**src/logic/rsw_cfg.svh**
```systemverilog
// Constants for the regulator supervisor and watchdog block
// Function
// - Pull reset low when no kick falling edge comes within the kick timeout.
// - Hold reset low for the power-on hold delay after feedback turns good.
// - Give a boot window after reset release before kick monitoring starts.
// - With delay resistor open, bound delays to 110, 1100 and 1300 ms.
// - Before a valid enable, hold reset low once supply is above start.
// - Supply undervoltage: reset low, all off, latch cleared; recover needs enable.
// - Supply overvoltage: all off, latch kept; restart on removal regardless of enable.
// - Over-temperature: all off, latch kept; resume when cool regardless of enable.
// - Supply valid and enable low: standby, everything off, reset low.
// - Enable high brings up both LDOs first, then switching soft-start.
// - After an LDO regulates, ignore enable low until soft-start timer expiry.
// - After timer expiry, enable low gives standby only on output loss, output short or timeout.
// - While latched, ignition mirror follows enable level.
// - Enable falling while unlatched stops enable driving the ignition mirror.
// - Start soft-start only once either LDO is above its start level.
// - Pull LDO power-good low while five-volt LDO is below its stop level.
// - LDO out of regulation only current-limits it; nothing else changes.
// - Output loss with enable low shuts all; with enable high holds reset low.
// - Output short: enable high latches switcher off; enable low shuts all.
// - Kick timeout: enable high pulses reset; enable low shuts everything.
// - Kick in time restarts timeout; else re-enter power-on hold with reset low.
// - Feedback below low level holds reset low and reinitialises all delays.
// - Removal of over-supply, heat or output loss reruns power-on and boot delays.
`ifndef RSW_CFG_SVH
`define RSW_CFG_SVH
`define RSW_CLK_HZ          25000000
`define RSW_POR_US          5000
`define RSW_BOOT_US         50000
`define RSW_KICK_US         60000
`define RSW_SS_US           5000
`define RSW_POR_OPEN_US     110000
`define RSW_BOOT_OPEN_US    1100000
`define RSW_KICK_OPEN_US    1300000
`define RSW_US2CYC(us)      (((us) * (`RSW_CLK_HZ / 1000)) / 1000)
`define RSW_ADR_CTRL        8'h00
`define RSW_ADR_STATUS      8'h04
`define RSW_CTRL_RST        2'h0
`define RSW_IN_ENABLE       0
`define RSW_IN_KICK         1
`define RSW_IN_SUP_START    2
`define RSW_IN_SUP_UV       3
`define RSW_IN_SUP_OV       4
`define RSW_IN_OVERTEMP     5
`define RSW_IN_FB_HIGH      6
`define RSW_IN_FB_LOW       7
`define RSW_IN_FB_SHORT     8
`define RSW_IN_FIVE_OK      9
`define RSW_IN_GATE_OK      10
`define RSW_IN_FIVE_LOW     11
`define RSW_IN_COUNT        12
`endif

```
**src/logic/rsw_pkg.sv**
```systemverilog
// Types shared by the regulator supervisor block
package rsw_pkg;
  typedef struct packed {
    logic        cyc;
    logic        stb;
    logic        we;
    logic [3:0]  sel;
    logic [7:0]  adr;
    logic [31:0] dat;
  } rsw_wb_req_t;
  typedef struct packed {
    logic        ack;
    logic [31:0] dat;
  } rsw_wb_rsp_t;
  typedef enum logic [6:0] {
    ST_OFF      = 7'h01,
    ST_STANDBY  = 7'h02,
    ST_LDO_UP   = 7'h04,
    ST_SOFT     = 7'h08,
    ST_RUN      = 7'h10,
    ST_SHUT     = 7'h20,
    ST_LATCHOFF = 7'h40
  } rsw_main_t;
  typedef enum logic [3:0] {
    WD_IDLE = 4'h1,
    WD_POR  = 4'h2,
    WD_BOOT = 4'h4,
    WD_MON  = 4'h8
  } rsw_wd_t;
  typedef enum logic [1:0] {
    DLY_10K  = 2'h0,
    DLY_20K  = 2'h1,
    DLY_30K  = 2'h2,
    DLY_OPEN = 2'h3
  } rsw_dly_t;
endpackage : rsw_pkg

```
**src/logic/rsw_top.sv**
```systemverilog
// Regulator supervisor: power sequencing, fault responses and kick watchdog
//
// The implementer's own choices: the register offsets and the Wishbone register port.
`timescale 1ns/1ns
`include "rsw_cfg.svh"
module rsw_top #(
  parameter int unsigned POR_CYC       = `RSW_US2CYC(`RSW_POR_US),
  parameter int unsigned BOOT_CYC      = `RSW_US2CYC(`RSW_BOOT_US),
  parameter int unsigned KICK_CYC      = `RSW_US2CYC(`RSW_KICK_US),
  parameter int unsigned SS_CYC        = `RSW_US2CYC(`RSW_SS_US),
  parameter int unsigned POR_OPEN_CYC  = `RSW_US2CYC(`RSW_POR_OPEN_US),
  parameter int unsigned BOOT_OPEN_CYC = `RSW_US2CYC(`RSW_BOOT_OPEN_US),
  parameter int unsigned KICK_OPEN_CYC = `RSW_US2CYC(`RSW_KICK_OPEN_US)
) (
  input  wire logic                 mclk_in,
  input  wire logic                 rst_b_in,
  input  wire rsw_pkg::rsw_wb_req_t wb_req_in,
  output rsw_pkg::rsw_wb_rsp_t      wb_rsp_out,
  input  wire logic                 enable_in,
  input  wire logic                 kick_in,
  input  wire logic                 supply_start_ok_in,
  input  wire logic                 supply_under_in,
  input  wire logic                 supply_over_in,
  input  wire logic                 overtemp_in,
  input  wire logic                 fb_above_high_in,
  input  wire logic                 fb_below_low_in,
  input  wire logic                 fb_short_in,
  input  wire logic                 five_volt_ldo_ok_in,
  input  wire logic                 gate_drive_ldo_ok_in,
  input  wire logic                 five_volt_ldo_low_in,
  output logic                      system_reset_out_n,
  output logic                      ignition_mirror_out,
  output logic                      ldo_power_good_out,
  output logic                      five_volt_ldo_en_out,
  output logic                      gate_drive_ldo_en_out,
  output logic                      smps_switch_en_out,
  output logic                      soft_start_run_out
);

  // Refuse counts the 32-bit timers cannot hold or that round to nothing
  if (POR_CYC < 1 || BOOT_CYC < 1 || KICK_CYC < 1 || SS_CYC < 1 ||
      POR_CYC > 32'h3FFFFFFF || BOOT_CYC > 32'h3FFFFFFF || KICK_CYC > 32'h3FFFFFFF ||
      POR_OPEN_CYC < 1 || BOOT_OPEN_CYC < 1 || KICK_OPEN_CYC < 1)
  begin : g_bad_counts
    $error("rsw_top: delay counts out of range");
  end

  localparam int unsigned NIN = `RSW_IN_COUNT;

  logic [NIN-1:0]    raw_in;
  logic [NIN-1:0]    sy1_r;
  logic [NIN-1:0]    sy2_r;
  logic [NIN-1:0]    sy3_r;
  logic [NIN-1:0]    pin_r;
  logic              kick_prev_r;
  logic              kick_fall;
  logic              en_s;
  logic              sup_fail;
  logic              hot_or_over;
  logic              ldo_ok;
  rsw_pkg::rsw_dly_t dly_sel_r;
  rsw_pkg::rsw_main_t st_r;
  rsw_pkg::rsw_wd_t  wd_r;
  logic              latch_r;
  logic              ss_done_r;
  logic [31:0]       ss_cnt_r;
  logic [31:0]       wd_cnt_r;
  logic [31:0]       por_term;
  logic [31:0]       boot_term;
  logic [31:0]       kick_term;
  logic              wd_timeout;
  logic              reg_ok;
  logic              short_en_seen_low_r;
  logic              ign_r;
  logic              ack_r;
  logic [31:0]       rdat_r;
  logic              wb_hit;

  assign raw_in = {five_volt_ldo_low_in, gate_drive_ldo_ok_in, five_volt_ldo_ok_in,
                   fb_short_in, fb_below_low_in, fb_above_high_in, overtemp_in,
                   supply_over_in, supply_under_in, supply_start_ok_in, kick_in,
                   enable_in};

  // Pin comparators are asynchronous: three stages, accept once stages two and three agree
  always_ff @(posedge mclk_in)
  begin
    if (!rst_b_in)
    begin
      sy1_r <= '0;
      sy2_r <= '0;
      sy3_r <= '0;
      pin_r <= '0;
    end
    else
    begin
      sy1_r <= raw_in;
      sy2_r <= sy1_r;
      sy3_r <= sy2_r;
      pin_r <= (sy3_r & ~(sy2_r ^ sy3_r)) | (pin_r & (sy2_r ^ sy3_r));
    end
  end

  // Kick edge taken from the filtered sample, never from a first stage
  always_ff @(posedge mclk_in)
  begin
    if (!rst_b_in)
      kick_prev_r <= 1'b0;
    else
      kick_prev_r <= pin_r[`RSW_IN_KICK];
  end
  assign kick_fall   = kick_prev_r & ~pin_r[`RSW_IN_KICK];
  assign en_s        = pin_r[`RSW_IN_ENABLE];
  assign sup_fail    = pin_r[`RSW_IN_SUP_UV] | ~pin_r[`RSW_IN_SUP_START];
  assign hot_or_over = pin_r[`RSW_IN_SUP_OV] | pin_r[`RSW_IN_OVERTEMP];
  assign ldo_ok      = pin_r[`RSW_IN_FIVE_OK] | pin_r[`RSW_IN_GATE_OK];
  assign reg_ok      = ~pin_r[`RSW_IN_FB_LOW];

  // Terminal counts follow the delay resistor setting; open uses the bounded ceiling
  always_comb
  begin
    case (dly_sel_r)
      rsw_pkg::DLY_10K:
      begin
        por_term  = POR_CYC;
        boot_term = BOOT_CYC;
        kick_term = KICK_CYC;
      end
      rsw_pkg::DLY_20K:
      begin
        por_term  = 32'(POR_CYC * 2);
        boot_term = 32'(BOOT_CYC * 2);
        kick_term = 32'(KICK_CYC * 2);
      end
      rsw_pkg::DLY_30K:
      begin
        por_term  = 32'(POR_CYC * 3);
        boot_term = 32'(BOOT_CYC * 3);
        kick_term = 32'(KICK_CYC * 3);
      end
      default:
      begin
        por_term  = POR_OPEN_CYC;
        boot_term = BOOT_OPEN_CYC;
        kick_term = KICK_OPEN_CYC;
      end
    endcase
  end

  assign wd_timeout = (wd_r == rsw_pkg::WD_MON) && !kick_fall &&
                      (wd_cnt_r >= kick_term - 32'h1);

  // Main power sequencer
  always_ff @(posedge mclk_in)
  begin
    if (!rst_b_in)
    begin
      st_r    <= rsw_pkg::ST_OFF;
      latch_r <= 1'b0;
    end
    else if (sup_fail)
    begin
      st_r    <= rsw_pkg::ST_OFF;
      latch_r <= 1'b0;
    end
    else if (hot_or_over)
      st_r <= rsw_pkg::ST_SHUT;
    else
    begin
      case (st_r)
        rsw_pkg::ST_OFF:
          st_r <= rsw_pkg::ST_STANDBY;
        rsw_pkg::ST_STANDBY:
          if (en_s)
            st_r <= rsw_pkg::ST_LDO_UP;
        rsw_pkg::ST_SHUT:
          st_r <= rsw_pkg::ST_LDO_UP;
        rsw_pkg::ST_LDO_UP:
          if (ldo_ok)
          begin
            st_r    <= rsw_pkg::ST_SOFT;
            latch_r <= 1'b1;
          end
          else if (!en_s && !latch_r)
            st_r <= rsw_pkg::ST_STANDBY;
        rsw_pkg::ST_SOFT:
          if (ss_done_r)
            st_r <= rsw_pkg::ST_RUN;
        rsw_pkg::ST_RUN:
          if (pin_r[`RSW_IN_FB_SHORT])
          begin
            latch_r <= 1'b0;
            st_r    <= en_s ? rsw_pkg::ST_LATCHOFF : rsw_pkg::ST_STANDBY;
          end
          else if (!en_s && (!reg_ok || wd_timeout))
          begin
            latch_r <= 1'b0;
            st_r    <= rsw_pkg::ST_STANDBY;
          end
        rsw_pkg::ST_LATCHOFF:
          if (en_s && short_en_seen_low_r)
          begin
            latch_r <= 1'b1;
            st_r    <= rsw_pkg::ST_SOFT;
          end
        default:
          st_r <= rsw_pkg::ST_OFF;
      endcase
    end
  end

  // Short restart needs enable low then high
  always_ff @(posedge mclk_in)
  begin
    if (!rst_b_in)
      short_en_seen_low_r <= 1'b0;
    else if (st_r != rsw_pkg::ST_LATCHOFF)
      short_en_seen_low_r <= 1'b0;
    else if (!en_s)
      short_en_seen_low_r <= 1'b1;
  end

  // Soft-start timer; restarted by every entry to soft-start, from LDO bring-up or latch-off
  always_ff @(posedge mclk_in)
  begin
    if (!rst_b_in)
    begin
      ss_cnt_r  <= '0;
      ss_done_r <= 1'b0;
    end
    else if (st_r != rsw_pkg::ST_SOFT && st_r != rsw_pkg::ST_RUN)
    begin
      ss_cnt_r  <= '0;
      ss_done_r <= 1'b0;
    end
    else if (!ss_done_r)
    begin
      ss_cnt_r  <= ss_cnt_r + 32'h1;
      ss_done_r <= (ss_cnt_r >= SS_CYC - 32'h1);
    end
  end

  // Watchdog: power-on hold, boot window, then kick monitoring
  always_ff @(posedge mclk_in)
  begin
    if (!rst_b_in)
    begin
      wd_r     <= rsw_pkg::WD_IDLE;
      wd_cnt_r <= '0;
    end
    else if ((st_r != rsw_pkg::ST_SOFT && st_r != rsw_pkg::ST_RUN) || !reg_ok)
    begin
      wd_r     <= rsw_pkg::WD_IDLE;
      wd_cnt_r <= '0;
    end
    else
    begin
      case (wd_r)
        rsw_pkg::WD_IDLE:
          if (pin_r[`RSW_IN_FB_HIGH])
          begin
            wd_r     <= rsw_pkg::WD_POR;
            wd_cnt_r <= '0;
          end
        rsw_pkg::WD_POR:
          if (wd_cnt_r >= por_term - 32'h1)
          begin
            wd_r     <= rsw_pkg::WD_BOOT;
            wd_cnt_r <= '0;
          end
          else
            wd_cnt_r <= wd_cnt_r + 32'h1;
        rsw_pkg::WD_BOOT:
          if (wd_cnt_r >= boot_term - 32'h1)
          begin
            wd_r     <= rsw_pkg::WD_MON;
            wd_cnt_r <= '0;
          end
          else
            wd_cnt_r <= wd_cnt_r + 32'h1;
        rsw_pkg::WD_MON:
          if (kick_fall)
            wd_cnt_r <= '0;
          else if (wd_timeout)
          begin
            wd_r     <= rsw_pkg::WD_POR;
            wd_cnt_r <= '0;
          end
          else
            wd_cnt_r <= wd_cnt_r + 32'h1;
        default:
          wd_r <= rsw_pkg::WD_IDLE;
      endcase
    end
  end

  // Ignition mirror follows enable only while latched, otherwise holds
  always_ff @(posedge mclk_in)
  begin
    if (!rst_b_in)
      ign_r <= 1'b0;
    else if (latch_r)
      ign_r <= en_s;
  end

  // Outputs decoded from state, power good from the five-volt low pin; LDO current limit lives in the analog loop
  always_ff @(posedge mclk_in)
  begin
    if (!rst_b_in)
    begin
      system_reset_out_n    <= 1'b0;
      five_volt_ldo_en_out  <= 1'b0;
      gate_drive_ldo_en_out <= 1'b0;
      smps_switch_en_out    <= 1'b0;
      soft_start_run_out    <= 1'b0;
      ldo_power_good_out    <= 1'b0;
      ignition_mirror_out   <= 1'b0;
    end
    else
    begin
      system_reset_out_n    <= (wd_r == rsw_pkg::WD_BOOT) || (wd_r == rsw_pkg::WD_MON);
      five_volt_ldo_en_out  <= (st_r == rsw_pkg::ST_LDO_UP) || (st_r == rsw_pkg::ST_SOFT) ||
                               (st_r == rsw_pkg::ST_RUN) || (st_r == rsw_pkg::ST_LATCHOFF);
      gate_drive_ldo_en_out <= (st_r == rsw_pkg::ST_LDO_UP) || (st_r == rsw_pkg::ST_SOFT) ||
                               (st_r == rsw_pkg::ST_RUN) || (st_r == rsw_pkg::ST_LATCHOFF);
      smps_switch_en_out    <= (st_r == rsw_pkg::ST_SOFT) || (st_r == rsw_pkg::ST_RUN);
      soft_start_run_out    <= (st_r == rsw_pkg::ST_SOFT) || (st_r == rsw_pkg::ST_RUN);
      ldo_power_good_out    <= ~pin_r[`RSW_IN_FIVE_LOW];
      ignition_mirror_out   <= ign_r;
    end
  end

  // Wishbone classic slave: one wait state, ack drops the cycle after
  assign wb_hit = wb_req_in.cyc && wb_req_in.stb && !ack_r;
  always_ff @(posedge mclk_in)
  begin
    if (!rst_b_in)
    begin
      ack_r     <= 1'b0;
      rdat_r    <= '0;
      dly_sel_r <= rsw_pkg::rsw_dly_t'(`RSW_CTRL_RST);
    end
    else
    begin
      ack_r <= wb_hit;
      if (wb_hit && wb_req_in.we && wb_req_in.sel[0] && wb_req_in.adr == `RSW_ADR_CTRL)
        dly_sel_r <= rsw_pkg::rsw_dly_t'(wb_req_in.dat[1:0]);
      if (wb_hit && !wb_req_in.we)
      begin
        case (wb_req_in.adr)
          `RSW_ADR_CTRL:   rdat_r <= {30'h0, dly_sel_r};
          `RSW_ADR_STATUS: rdat_r <= {18'h0, wd_r, latch_r, ss_done_r, st_r, system_reset_out_n};
          default:         rdat_r <= 32'h0;
        endcase
      end
    end
  end
  // One driver for the whole response word
  assign wb_rsp_out = '{ack: ack_r, dat: rdat_r};

endmodule : rsw_top
```
**config.mk**
```make
export PLATFORM = sky130hd
export DESIGN_NAME = rsw_top
export DESIGN_NICKNAME = d
export VERILOG_FILES = /design/src/logic/rsw_pkg.sv /design/src/logic/rsw_top.sv
export VERILOG_INCLUDE_DIRS = /design/src /design/src/logic
export SDC_FILE = /design/constraint.sdc
export NUM_CORES = 1
export LEC_CHECK = 0
export BUFFER_PORTS_ARGS = -buffer_cell sky130_fd_sc_hd__buf_2
export CORE_UTILIZATION = 34
export DETAILED_ROUTE_END_ITERATION = 10
export GPL_ROUTABILITY_DRIVEN = 0
export SLEW_MARGIN = 10
export SYNTH_ARGS = -nofsm -noshare
export SYNTH_HDL_FRONTEND = slang
export SYNTH_SLANG_ARGS = --single-unit
```
**constraint.sdc**
```tcl
create_clock -name mclk_in -period 5.29 [get_ports mclk_in]
set_input_delay 0.529 -clock mclk_in [delete_from_list [all_inputs] [get_ports mclk_in]]
set_output_delay 0.529 -clock mclk_in [all_outputs]
set_load 0.01 [all_outputs]
```
==> flow_summary_export.csv <==
group,metric,value,unit
pwr,p_leak,3.86,nW
sta,fin_crit_sh,0.764,
clock_tree,hold_buffers,0,
sta,tightest_slew,1.01,ns
grt,antenna_found_initial,0,
route,wire_per_inst,14.0,um
route,drc,0,
clock_tree,cts_setup_buffers,0,
run_status,outcome,"completed",
clock_tree,path_clk_slew,0.07,ns
clock_tree,cts-root-buf,"clkbuf_16",
clock_tree,htree_num_levels,4,
clock_tree,cts_buffer_depth,2,
synthesis,ys_warn_count,0,
worst_setup_path,worstPathArrival,4.41,ns
die,die_y,159,um
grt,grt_overflow,0,
route,wirelength,19.0,mm
synthesis,synth_seq_cells,150,
placement,hpwlAfterDp,13.4,mm
sta,finalHoldViolCount,0,
cells_and_area,syn_to_final_growth,11.8,%
placement,io_buffers,49,
cells_and_area,nets,1163,
die,dieArea,25300,um2
sta,fmax,0.248,GHz
die,die_w,159,um
grt,first_global_vias,6306,
sta,setup_viol,0,
clock_tree,clock-sinks,150,
synthesis,avgSynthCellArea,8.54,um2
synthesis,synthCells,984,
grt,grtUsageTotal,0.153,
route,drtIter0Drc,376,
min_path,min_path_type,"in2reg",
synthesis,ys.flop_type,"dfxtp_1",
die,start_util,0.346,
pwr,total_power,0.00239,W
synthesis,ys_seq_area_frac,0.357,
sta,finClkSkew,0.0113,ns
clock_tree,clk-insertion-delay-late,0.42,ns
sta,slew_violations,0,
synthesis,postSynth.asyncResetShare,0,
sta,period_needed,4.04,ns
cells_and_area,final_common_cell,"dfxtp_1",
worst_setup_path,worstSetupPathType,"reg2reg",
die,io_pins,101,
synthesis,yosysUniqueCellTypes,73,
die,num_rows,57,
route,vias,6995,
grt,grt_first_pass_wirelength,31.6,mm
worst_setup_path,end_kind,"flop",
cells_and_area,diodes,0,
sta,relSlewSlack,0.324,
synthesis,synth-edff-count,0,
worst_setup_path,critical_path.startpoint_type,"flop",
clock_tree,numCtsBuffers,17,
grt,grt_max_degree,45,
route,vias_per_cell,5.17,
cells_and_area,fill_cells,2470,
pwr,peakVddDrop,0.197,mV
route,drtPass1Iterations,5,
synthesis,syn_area,8400,um2
cells_and_area,final_cell_mix,"150 x dfxtp_1, 97 x nor2_1, 94 x nand2_1, 85 x ha_1, 77 x a21oi_1",
cells_and_area,drive_gt1_frac,0.109,
pwr,power.density,254,nW/um2
worst_setup_path,crit_path_max_fanout,26,
route,postRouteAntennaNets,0,
clock_tree,cts_tree,"done",
sta,fin_setup_tns,0,ns
clock_tree,cts_resized,0,
sta,rsz0062_at_grt,"false",
worst_setup_path,crit_required,5.66,ns
run,maxCapViolCount,0,
die,core_area,24200,um2
[area by class of cell]
cell class	count	area (um2)	area share
Timing Repair Buffer	54	283	0.0301
Sequential cell	150	3000	0.320
Tap cell	324	405	0.0432
Clock buffer	18	439	0.0468
Clock inverter	13	138	0.0147
Multi-Input combinational cell	772	5040	0.537
Inverter	22	82.6	0.00880
[per-layer routing]
layer  vias to the layer above  routed length [um]  share of wire  global-route usage
li1                       3607                   -              -                   -
met1                      3252                9620           0.51               0.211
met2                       118                8520           0.45               0.241
met3                        18                 598          0.031              0.0320
met4                         0                 266          0.014              0.0415
met5                         -                   0              0                   0
[cell usage after synthesis (10+ instances only)]
master	n	area (um2)
dfxtp_1	150	3000
nor2_1	97	364
nand2_1	94	353
ha_1	85	1060
a21oi_1	77	385
and2_1	58	363
o21ai_0	48	240
nand4_1	28	175
clkbuf_1	26	97.6
nand3_1	24	120
buf_4	22	165
inv_1	22	82.6
o32ai_1	19	166
nor3_1	18	90.1
xor2_1	18	158
a22oi_1	15	113
nor4_1	13	81.3
xnor2_1	13	114
a31oi_1	11	68.8
nor2b_1	10	62.6
[path summary, 6_finish.rpt]
| check | to | slack [ns] | depth (start not counted) | from |
|---|---|---|---|---|
| setup / recovery | wd_cnt_r[3] | 1.25 | 11 | dly_sel_r[0] |
| hold / removal | sy1_r[2] | 0.31 | 2 | supply_start_ok_in |
| setup reg to reg | wd_cnt_r[3] | 1.25 | 11 | dly_sel_r[0] |
| hold reg to reg | ldo_power_good_out | 0.43 | 1 | flop |
[logic make-up after synthesis]
kind of cell / synth area share
DFF: 0.357
and+or+nand+nor: 0.255
adders and majority gates: 0.127
xor gates and xnor gates: 0.0323
buffers and inverters: 0.0517
AOI/OAI and AO/OA: 0.168
other: 0.000894
muxes: 0.00715
[worst max-delay path: stages, from the launching register on]
cell and delay (ns):
dfxtp_1 0.56, inv_1 0.34, ha_1 0.34, inv_1 0.13, ha_1 0.26, a21oi_1 0.18
nor2b_1 0.07, o41ai_1 0.38, o211ai_1 0.27, a31oi_4 0.73, or4_1 0.46, o311a_2 0.24
[report_power, final]
| group | internal (W) | switching [W] |
|---|---|---|
| registers | 0.00114 | 0.00000444 |
| clock network | 0.000674 | 0.000527 |
| logic | 0.0000151 | 0.0000237 |
| total | 0.00183 | 0.000555 |
[sequential cells by signal (all words and copies together), names as in the netlist, 2 cells and up, named ones only]
signal and count:
wd_cnt_r 32, st_r 7, wd_r 4, sy1_r 12, dly_sel_r 2, sy3_r 12, sy2_r 12, ss_cnt_r 32
rdat_r 14
[stage by stage]
step	util	area (um2)	setup slack (ns)	hold slack, ns	std cells
2_1_floorplan	-	8470	2.25	0.386	1003
3_3_place_gp	0.363	8810	1.31	0.407	1322
3_5_place_dp	0.363	8810	1.30	0.406	1322
4_1_cts	0.387	9390	1.27	0.295	1353
5_1_grt	0.387	9390	1.03	0.296	1353
6_report	0.387	9390	1.25	0.308	1353
No activity file was read; power rests on OpenSTA's default activity.
